==> config.mk <==
export PLATFORM = sky130hd
export DESIGN_NAME = fpctl_top
export DESIGN_NICKNAME = d
export VERILOG_FILES = /design/src/shared/fpctl_pkg.sv /design/src/hdl/fpctl_decode.sv /design/src/hdl/fpctl_store.sv /design/src/hdl/fpctl_top.sv
export SDC_FILE = /design/constraint.sdc
export NUM_CORES = 1
export LEC_CHECK = 0
export ABC_CLOCK_PERIOD_IN_PS = 850
export BUFFER_PORTS_ARGS = -buffer_cell sky130_fd_sc_hd__buf_2
export CORE_ASPECT_RATIO = 1.5
export CORE_UTILIZATION = 35
export CTS_CLUSTER_DIAMETER = 40
export DETAILED_ROUTE_END_ITERATION = 16
export MAX_ROUTING_LAYER = met4
export PLACE_DENSITY = 0.65
export REMOVE_ABC_BUFFERS = 1
export SLEW_MARGIN = 10
export SYNTH_ARGS = -nofsm -noshare
export SYNTH_HDL_FRONTEND = slang
export SYNTH_HIERARCHICAL = 1
export SYNTH_SLANG_ARGS = --single-unit
==> constraint.sdc <==
create_clock -name mclk_i -period 0.85 [get_ports mclk_i]
set_input_delay 0.1275 -clock mclk_i [delete_from_list [all_inputs] [get_ports mclk_i]]
set_output_delay 0.1275 -clock mclk_i [all_outputs]
set_load 0.01 [all_outputs]
==> src/shared/fpctl_pkg.sv <==
// Package for the floating-point control register block: field layout, offsets, carriers.
// Assumes a single core clock and a simple strobe register port.
//
// What this block does
// - The control register is one 64-bit register.
// - Bits 26 to 15 are the same storage as the legacy status/control register bits 26 to 15; here bit 15 is not stored and reads zero in both views.
// - Bits 12 to 8 are the same storage as the legacy status/control register bits 12 to 8.
// - Legacy stride and length fields either hold nonzero values or read as zero, by choice.
// - Alternative-half-format bit 0 selects IEEE half format, 1 the alternative format.
// - That bit steers only half-to-other conversions; half arithmetic always uses IEEE format.
// - Default-NaN bit 25 at 1 makes any NaN-input operation other than absolute, negate, max and min return the default NaN.
// - Absolute, negate, max and min results are not steered by the default-NaN bit.
// - Flush bit 24 at 1 with alternate handling 0 flushes single/double inputs and outputs.
// - Flush bit 24 at 1 with alternate handling 1 flushes single/double outputs only.
// - Rounding field bits 23:22 selects nearest, plus inf, minus inf, toward zero.
// - Alternate handling 1 forces nearest rounding for estimate, step and brain-float ops.
// - Legacy stride bits 21:20 and length bits 18:16 have no effect on execution.
// - Bit 19 flushes half-precision denormals when half arithmetic exists, else reads zero.
// - Fields need no defined value on warm reset; software programs them before use.
package fpctl_pkg;
   // ------------------------------------------------------------------
   // Register map
   // ------------------------------------------------------------------
   localparam logic [7:0]  FPCTL_ADDR_CTRL_LO = 8'h00;
   localparam logic [7:0]  FPCTL_ADDR_CTRL_HI = 8'h04;
   localparam logic [7:0]  FPCTL_ADDR_LEGACY  = 8'h08;
   localparam int          FPCTL_WIDTH        = 64;
   // ------------------------------------------------------------------
   // Field positions
   // ------------------------------------------------------------------
   localparam int FPCTL_ALT_HALF_BIT  = 26;
   localparam int FPCTL_DNAN_BIT      = 25;
   localparam int FPCTL_FLUSH_BIT     = 24;
   localparam int FPCTL_RND_HI        = 23;
   localparam int FPCTL_RND_LO        = 22;
   localparam int FPCTL_STRIDE_HI     = 21;
   localparam int FPCTL_STRIDE_LO     = 20;
   localparam int FPCTL_HFLUSH_BIT    = 19;
   localparam int FPCTL_LEN_HI        = 18;
   localparam int FPCTL_LEN_LO        = 16;
   localparam int FPCTL_AH_BIT        = 1;
   localparam int FPCTL_SHARED_HI_HI  = 26;
   localparam int FPCTL_SHARED_HI_LO  = 15;
   localparam int FPCTL_SHARED_LO_HI  = 12;
   localparam int FPCTL_SHARED_LO_LO  = 8;
   // Writable bits of the low word; trap enables are kept only as storage, bit 1 drives alternate handling
   localparam logic [31:0] FPCTL_LO_MASK      = 32'h07ff_1f02;
   localparam logic [31:0] FPCTL_LEGACY_MASK  = 32'h07ff_9f00;
   localparam logic [31:0] FPCTL_RESET_LO     = 32'h0000_0000;
   // ------------------------------------------------------------------
   // Rounding encodings
   // ------------------------------------------------------------------
   localparam logic [1:0] FPCTL_RND_NEAREST = 2'h0;
   localparam logic [1:0] FPCTL_RND_PLUS    = 2'h1;
   localparam logic [1:0] FPCTL_RND_MINUS   = 2'h2;
   localparam logic [1:0] FPCTL_RND_ZERO    = 2'h3;

   typedef struct packed {
      logic [7:0]  addr;
      logic [31:0] wdata;
      logic        wr;
      logic        rd;
   } fpctl_req_t;

   // Controls delivered to the datapath
   typedef struct packed {
      logic       half_conv_alt;
      logic       half_arith_alt;
      logic       default_nan_sel;
      logic       default_nan_absmin;
      logic       flush_in_sd;
      logic       flush_out_sd;
      logic       half_flush_denormals;
      logic [1:0] rounding_sel;
      logic [1:0] rounding_est;
      logic       alternate_handling;
   } fpctl_ctrl_t;
endpackage

==> src/hdl/fpctl_decode.sv <==
// Turns the stored control word into datapath controls.
// Assumes the word is stable between writes.
`timescale 1ns/10ps
`default_nettype none
module fpctl_decode
   import fpctl_pkg::*;
(
   input  wire logic [63:0] word_i,
   output var  fpctl_ctrl_t ctrl_o
);
   import fpctl_pkg::*;

   always_comb begin
      ctrl_o = '0;
      ctrl_o.alternate_handling   = word_i[FPCTL_AH_BIT];
      ctrl_o.half_conv_alt        = word_i[FPCTL_ALT_HALF_BIT];
      ctrl_o.half_arith_alt       = 1'b0;
      ctrl_o.default_nan_sel      = word_i[FPCTL_DNAN_BIT];
      ctrl_o.default_nan_absmin   = 1'b0;
      ctrl_o.flush_out_sd         = word_i[FPCTL_FLUSH_BIT];
      ctrl_o.flush_in_sd          = word_i[FPCTL_FLUSH_BIT] & ~word_i[FPCTL_AH_BIT];
      ctrl_o.half_flush_denormals = word_i[FPCTL_HFLUSH_BIT];
      ctrl_o.rounding_sel         = word_i[FPCTL_RND_HI:FPCTL_RND_LO];
      if (word_i[FPCTL_AH_BIT]) begin
         ctrl_o.rounding_est = FPCTL_RND_NEAREST;
      end else begin
         ctrl_o.rounding_est = word_i[FPCTL_RND_HI:FPCTL_RND_LO];
      end
      // Stride and length feed nothing here
   end
endmodule // fpctl_decode
`default_nettype wire

==> src/hdl/fpctl_store.sv <==
// Storage of the 64-bit control word, written by software or by the legacy alias.
// Assumes the top module decodes addresses and qualifies writes.
`timescale 1ns/10ps
`default_nettype none
module fpctl_store
   import fpctl_pkg::*;
#(
   parameter bit LEGACY_VEC_EN = 1'b1,
   parameter bit HALF_FEAT     = 1'b1
) (
   input  wire logic        mclk_i,
   input  wire logic        rst_n_i,
   input  wire logic        ce_i,
   input  wire logic        wr_lo_i,
   input  wire logic        wr_hi_i,
   input  wire logic        wr_leg_i,
   input  wire logic [31:0] wdata_i,
   output var  logic [63:0] word_o
);
   import fpctl_pkg::*;

   typedef struct packed {
      logic [31:0] lo;
   } fpctl_store_st_t;

   fpctl_store_st_t st;
   fpctl_store_st_t next_st;
   logic [31:0]     keep_mask;

   always_comb begin
      keep_mask = FPCTL_LO_MASK;
      if (!LEGACY_VEC_EN) begin
         keep_mask[FPCTL_STRIDE_HI:FPCTL_STRIDE_LO] = 2'h0;
         keep_mask[FPCTL_LEN_HI:FPCTL_LEN_LO]       = 3'h0;
      end
      if (!HALF_FEAT) begin
         keep_mask[FPCTL_HFLUSH_BIT] = 1'b0;
      end
   end

   always_comb begin
      next_st = st;
      if (wr_lo_i) begin
         next_st.lo = wdata_i & keep_mask;
      end else if (wr_leg_i) begin
         // Alias writes touch only the shared ranges, one storage for both views
         next_st.lo = (st.lo & ~FPCTL_LEGACY_MASK) | (wdata_i & FPCTL_LEGACY_MASK & keep_mask);
      end else if (wr_hi_i) begin
         // Nothing is stored above bit 31, so a high-word write keeps the word as it is
         next_st.lo = st.lo;
      end
   end

   // Upper word holds nothing writable; writes there are accepted and dropped
   always_ff @(posedge mclk_i or negedge rst_n_i) begin
      if (!rst_n_i) begin
         st <= '{lo: FPCTL_RESET_LO};
      end else if (ce_i) begin
         st <= next_st;
      end
   end

   assign word_o = {32'h0000_0000, st.lo};
endmodule // fpctl_store
`default_nettype wire

==> src/hdl/fpctl_top.sv <==
// Top of the floating-point control register: register port and datapath controls.
// Assumes a master that keeps to one-cycle strobes, never both at once.
`timescale 1ns/10ps
`default_nettype none
module fpctl_top
   import fpctl_pkg::*;
#(
   parameter bit LEGACY_VEC_EN = 1'b1,
   parameter bit HALF_FEAT     = 1'b1
) (
   input  wire logic        mclk_i,
   input  wire logic        rst_n_i,
   input  wire logic        ce_i,
   input  wire fpctl_req_t  req_i,
   output var  logic [31:0] rdata_o,
   output var  fpctl_ctrl_t ctrl_o
);
   import fpctl_pkg::*;

   // ------------------------------------------------------------------
   // State
   // ------------------------------------------------------------------
   typedef struct packed {
      logic [31:0] rdata;
      fpctl_ctrl_t ctrl;
   } fpctl_top_st_t;

   fpctl_top_st_t st;
   fpctl_top_st_t next_st;
   logic [63:0]   word;
   fpctl_ctrl_t   dec_ctrl;
   logic          wr_lo;
   logic          wr_hi;
   logic          wr_leg;

   function automatic logic hit(input logic [7:0] a, input logic [7:0] base);
      hit = (a == base);
   endfunction

   always_comb begin
      wr_lo  = 1'b0;
      wr_hi  = 1'b0;
      wr_leg = 1'b0;
      if (req_i.wr && hit(req_i.addr, FPCTL_ADDR_CTRL_LO)) begin
         wr_lo = 1'b1;
      end else if (req_i.wr && hit(req_i.addr, FPCTL_ADDR_CTRL_HI)) begin
         wr_hi = 1'b1;
      end else if (req_i.wr && hit(req_i.addr, FPCTL_ADDR_LEGACY)) begin
         wr_leg = 1'b1;
      end
   end

   fpctl_store #(
      .LEGACY_VEC_EN (LEGACY_VEC_EN),
      .HALF_FEAT     (HALF_FEAT)
   ) u_store (
      .mclk_i   (mclk_i),
      .rst_n_i  (rst_n_i),
      .ce_i     (ce_i),
      .wr_lo_i  (wr_lo),
      .wr_hi_i  (wr_hi),
      .wr_leg_i (wr_leg),
      .wdata_i  (req_i.wdata),
      .word_o   (word)
   );

   fpctl_decode u_decode (
      .word_i (word),
      .ctrl_o (dec_ctrl)
   );

   always_comb begin
      next_st      = st;
      next_st.ctrl = dec_ctrl;
      next_st.rdata = 32'h0000_0000;
      if (req_i.rd) begin
         if (hit(req_i.addr, FPCTL_ADDR_CTRL_LO)) begin
            next_st.rdata = word[31:0];
         end else if (hit(req_i.addr, FPCTL_ADDR_CTRL_HI)) begin
            next_st.rdata = word[63:32];
         end else if (hit(req_i.addr, FPCTL_ADDR_LEGACY)) begin
            next_st.rdata = word[31:0] & FPCTL_LEGACY_MASK;
         end
      end
   end

   always_ff @(posedge mclk_i or negedge rst_n_i) begin
      if (!rst_n_i) begin
         st <= '0;
      end else if (ce_i) begin
         st <= next_st;
      end
   end

   assign rdata_o = st.rdata;
   assign ctrl_o  = st.ctrl;
endmodule // fpctl_top
`default_nettype wire

== After elaboration in Yosys (flattened, before gate mapping) ==
Index checks and enable logic that the tools add are counted.

* Register bits: 74
* Input port bits: 45
* Logic and storage cells: 32
* Output and inout port bits: 44

* Bitwise gates (word level): 3
* Multiplexer cells: 11
* Eq/ne operators: 2
* Reduce and logical (&&, ||, !) cells: 6

{| class="wikitable"
|+ Operators with widths
! cell !! count
|-
| $mux W32 || 4
|-
| $mux W27 || 2
|-
| $or A32 B27 Y32 || 1
|-
| $eq A8 B3 Y1 const B || 1
|-
| $eq A8 B4 Y1 const B || 1
|-
| $logic_not A8 Y1 || 1
|-
| $mux W1 || 4
|-
| $logic_and A1 B1 Y1 || 3
|-
| $mux W2 || 1
|-
| $reduce_and A2 Y1 || 1
|-
| $reduce_bool A2 Y1 || 1
|-
| $and A1 B1 Y1 || 1
|-
| $not A1 Y1 || 1
|}

== Logic depth before layout (Yosys ltp) ==
* Word-level depth: 7
* Gate-level depth with buffers: 7
* Gate-level depth less buffers: 5

== Modules after synthesis ==
Netlist, hierarchy kept.

{| class="wikitable"
|+ By module, submodules not included
! module !! area each (um^2) !! sequential area each (um^2) !! cells an instance !! instances
|-
| fpctl_top || 2062.0 || 1101.1 || 161 || 1
|-
| fpctl_store || 1051.0 || 425.4 || 85 || 1
|-
| fpctl_decode || 90.1 || 0.0 || 13 || 1
|}

== Least setup slack after synthesis ==
No wires, ideal clock.

* Path kind: input to register
* Start point: input port req_i[39] in the netlist's numbering
* End point: register u_store/st[10] in the netlist's numbering
* Path buffers: 2
* Data arrival time: 2238 ps
* Stages on the path: 7
* Slack: -1513 ps
* Setup time: 125 ps
* Required time: 725 ps
* Cell sequence: or4_1 buf_2 or2_2 nor4b_1 o21ai_4 buf_12 mux2_4

* Elaborated cells on any way between the ends: 13
* Classes of those cells: eq/ne: 2; mux: 5; reduce/logical: 6

{| class="wikitable"
|+ RTL lines
! element !! line !! RTL
|-
| start, declared || fpctl_top.sv:14 || <nowiki>input wire fpctl_req_t req_i,</nowiki>
|-
| $logic_not A8 Y1 (*) || fpctl_top.sv:37 || <nowiki>hit = (a == base);</nowiki>
|-
| $logic_and A1 B1 Y1 (*) || fpctl_top.sv:44 || <nowiki>if (req_i.wr && hit(req_i.addr, FPCTL_ADDR_CTRL_LO)) begin</nowiki>
|-
| $mux W1 (*) || fpctl_top.sv:44 ||
|-
| net wr_lo || fpctl_top.sv:32 || <nowiki>logic wr_lo;</nowiki>
|-
| $reduce_bool A2 Y1 (no source line) || - ||
|-
| $reduce_and A2 Y1 (no source line) || - ||
|-
| end signal, assigned || fpctl_store.sv:57 || <nowiki>st <= '{lo: FPCTL_RESET_LO};</nowiki>
|-
| end signal, assigned || fpctl_store.sv:59 || <nowiki>st <= next_st;</nowiki>
|-
| end, declared || fpctl_store.sv:26 || <nowiki>fpctl_store_st_t st;</nowiki>
|}

The timed path passes the listed nets; every way through them passes the cells marked *.
A chain may end at the register's enable or synchronous reset.

== Worst setup path after layout ==
* Start point: input port req_i[34] in the netlist's numbering
* End point: register u_store/st[16] in the netlist's numbering

The elaborated chain is that of the path after synthesis.

==> reports/results.md <==
| Group | Parameter | Value |
|---|---|---|
| global routing | Total global-route track usage | 15.82% |
| sta | Pins over their slew limit | 0 |
| detailed routing | Post-DR vias/cell | 4.411 |
| die | Die boundary height | 119.0 µm |
| sta | Fmax | 0.5824 GHz |
| layout | Number of nets in the layout | 405 |
| setup path | Kind of end point of the critical path | flop |
| layout | Fill cell count | 851 |
| setup path | Worst setup path class | in2reg |
| detailed routing | Residual DRC count | 0 |
| global routing | Vias in the first global route | 2218 |
| pwr | Switching component of the power | 1599 µW |
| setup path | Crit Reg-Reg Endpoint | rdata_o[17]$_DFFE_PN0P_ |
| layout | Reg area | 1528 µm² |
| die | Die outline area | 9520 µm² |
| clock tree | Root buffer selected by CTS | clkbuf_16 |
| setup path | Arrival time reported for the critical path endpoint | 1930 ps |
| layout | Area grow syn2layout | 31.92% |
| detailed routing | Aggregate routed wire length | 6710 µm |
| detailed routing | DR pass1 iterations | 4 |
| global routing | Wire length of the first global-routing pass | 10830 µm |
| setup path | Path depth of the worst reg2reg path | 3 |
| sta | Final count of hold timing violations | 0 |
| pwr | Logic gate share of total power | 7.5% |
| pwr | Sw Share | 21.09% |
| setup path | Sort of element at the start of the critical path | primary input |
| clock tree | Clock tree from TritonCTS | yes |
| die | Width of the die | 80 µm |
| sta | Endpoints failing setup | 82 |
| pwr | Static leakage | 0.002233 µW |
| outcome | Status | finished with violations |
| detailed routing | Detailed-route wire length per cell | 14.13 µm |
| clock tree | Clock latency of the later-clocked register in the worst-skew pair | 330 ps |
| setup path | Required time of the critical path | 1060 ps |
| placed design | Dpl hpwl | 4206 µm |
| synth | Post-Syn Area per Cell | 12.43 µm² |
| sta | Worst clock skew | 6.572 ps |
| layout | Number of standard cells in the layout, taps in and fillers out | 475 |
| placed design | Post-Place Cells | 442 |
| sta | Final worst path period share | 202.0% |
| synth | Post-synthesis cell count | 257 |
| placed design | Total of buffers placed on input and output ports | 73 |
| sta | Post-layout minimum cycle time | 1717 ps |
| pwr | Sequential power share | 40.0% |
| layout | Total area of multi-input combinational cells | 1318 µm² |
| global routing | Initial antenna violation count | 0 |
| die | Row cnt | 42 |
| placed design | Final Wtd Congestion | 0.7712 |
| pwr | Cell internal pwr | 5986 µW |
| layout | Fraction of final layout cells with drive strength greater than 1 | 48.77% |
| die | Effective utilization at floorplan | 36.18% |
| setup path | FF-to-FF setup slack | -170 ps |
| detailed routing | First DRT Iteration DRCs | 44 |
| sta | Setup WS post-layout | -867.0 ps |
| clock tree | Maximum root-to-sink buffer count | 2 |
| detailed routing | Post-route antenna net violation count | 0 |
| die | Number of I/O pins | 89 |
| hold path | Terminating pin of the worst hold path | u_store/st[19]$_DFFE_PN0P_ |
| global routing | Largest net degree at the start of global routing | 35 |
| pwr | Power density normalized to cell area | 1800 nW/µm² |
| clock tree | Number of sinks on the clock net | 61 |
| hold path | Worst Min Path Start | req_i[21] |
| pwr | Clock share of power | 52.5% |
| clock tree | H-Tree Level Count | 3 |
| clock tree | Clock buffers created by TritonCTS | 9 |
| die | Core region area | 8828 µm² |
| outcome | Failing checks | negative setup slack |
| synth | Synth warnings | 6 |
| sta | Setup repair after global routing missed its margin | true |
| hold path | Min-delay worst type | in2reg |
| setup path | R2R Path Start | rdata_o[17]$_DFFE_PN0P_ |
| hold path | Worst hold path cell count | 2 |
| global routing | Overall overflow remaining after global route | 0 |
| clock tree | Clock-pin slew on the worst setup and hold paths | 50 ps |
| detailed routing | Vias | 2095 |
| pwr | Total power draw | 7586 µW |
| job | Max capacitance violation total | 0 |
| setup path | Biggest fanout along the worst timing path | 8 |
| sta | Final total negative setup slack | -32500 ps |
| synth | Post-Syn Area | 3194 µm² |
| pwr | Peak ir drop on the vdd network | 1682 µV |
| layout | Diode insertion count for antenna repair | 0 |
-- stage by stage --
step                worst slack, ps  utilization, %  hold slack [ps]  cell area, µm²
finish                       -867.0           47.73            23.88            4214
floorplan                     -1473               -           -168.1            2845
global route                 -914.6           47.73            27.77            4214
CTS                          -868.1           47.65            11.99            4207
detailed placement            -1411           40.39            133.7            3566
global placement              -1378           40.39            138.4            3566
-- critical path, stage by stage --
cell and delay [ps]:
buf_6 90, or4_4 540, or2_4 260, nor4b_2 240, buf_4 190, o21ai_4 150, mux2_4 340
-- layout by cell type, fill, tap and decap left out, types with 10 or more instances in the layout --
master,instances
buf_6,26
mux2i_1,15
dfrtp_1,60
mux2_2,16
buf_2,61
nor2b_1,19
buf_4,21
mux2_4,13
inv_1,15
conb_1,49
o22ai_2,10
a221o_1,17
-- per-layer routing --
metal | track usage (%) | wire (µm) | up-vias
li1 | - | - | 995
met1 | 18.49 | 2964 | 1029
met4 | 7.031 | 143 | 0
met5 | - | 0 | -
met3 | 3.755 | 210 | 11
met2 | 25.53 | 3392 | 60
-- timing repair --
| action | 4_1_cts | 5_1_grt |
|---|---|---|
| hold endpoints to repair | 61 | 0 |
| endpoints found under the setup margin | 82 | 83 |
| gates resized for setup | 34 | 11 |
| buffers inserted | 12 | 6 |
| pin swaps | 10 | 17 |
| gates cloned | 3 | 0 |
| hold buffers | 1 | 0 |
-- final cells by class --
class | count | area share (%)
multi-input cells | 160 | 31.26
well taps | 110 | 3.266
repair buffers | 113 | 20.13
clock inverters | 4 | 1.663
clock buffers | 12 | 6.087
flip-flops and latches | 61 | 36.25
inverters | 15 | 1.336
-- power groups by stage --
stage / clock network [µW] / logic, µW / registers [µW]
floorplan: 0 / 199 / 3090
global placement: 0 / 516 / 3080
detailed placement: 0 / 524 / 3090
CTS: 4080 / 557 / 3040
global route: 4200 / 626 / 3050
finish: 3980 / 565 / 3040
-- worst max path at each step --
| stage | startpoint | end | cells past startpoint |
|---|---|---|---|
| after detailed placement | req_i[39] | u_store/st[18]$_DFFE_PN0P_ | 7 |
| after global routing | req_i[34] | u_store/st[18]$_DFFE_PN0P_ | 7 |
| after global placement | req_i[39] | u_store/st[18]$_DFFE_PN0P_ | 7 |
| after floorplan | req_i[39] | u_store/st[10]$_DFFE_PN0P_ | 5 |
| final | req_i[34] | u_store/st[16]$_DFFE_PN0P_ | 7 |
| after CTS | req_i[39] | u_store/st[18]$_DFFE_PN0P_ | 7 |
-- flip-flops by register name, indices dropped and copies added (netlist names) --
name	count
ctrl_o	12
rdata_o	32
u_store/st	17
(Power assumes the default switching activity.)
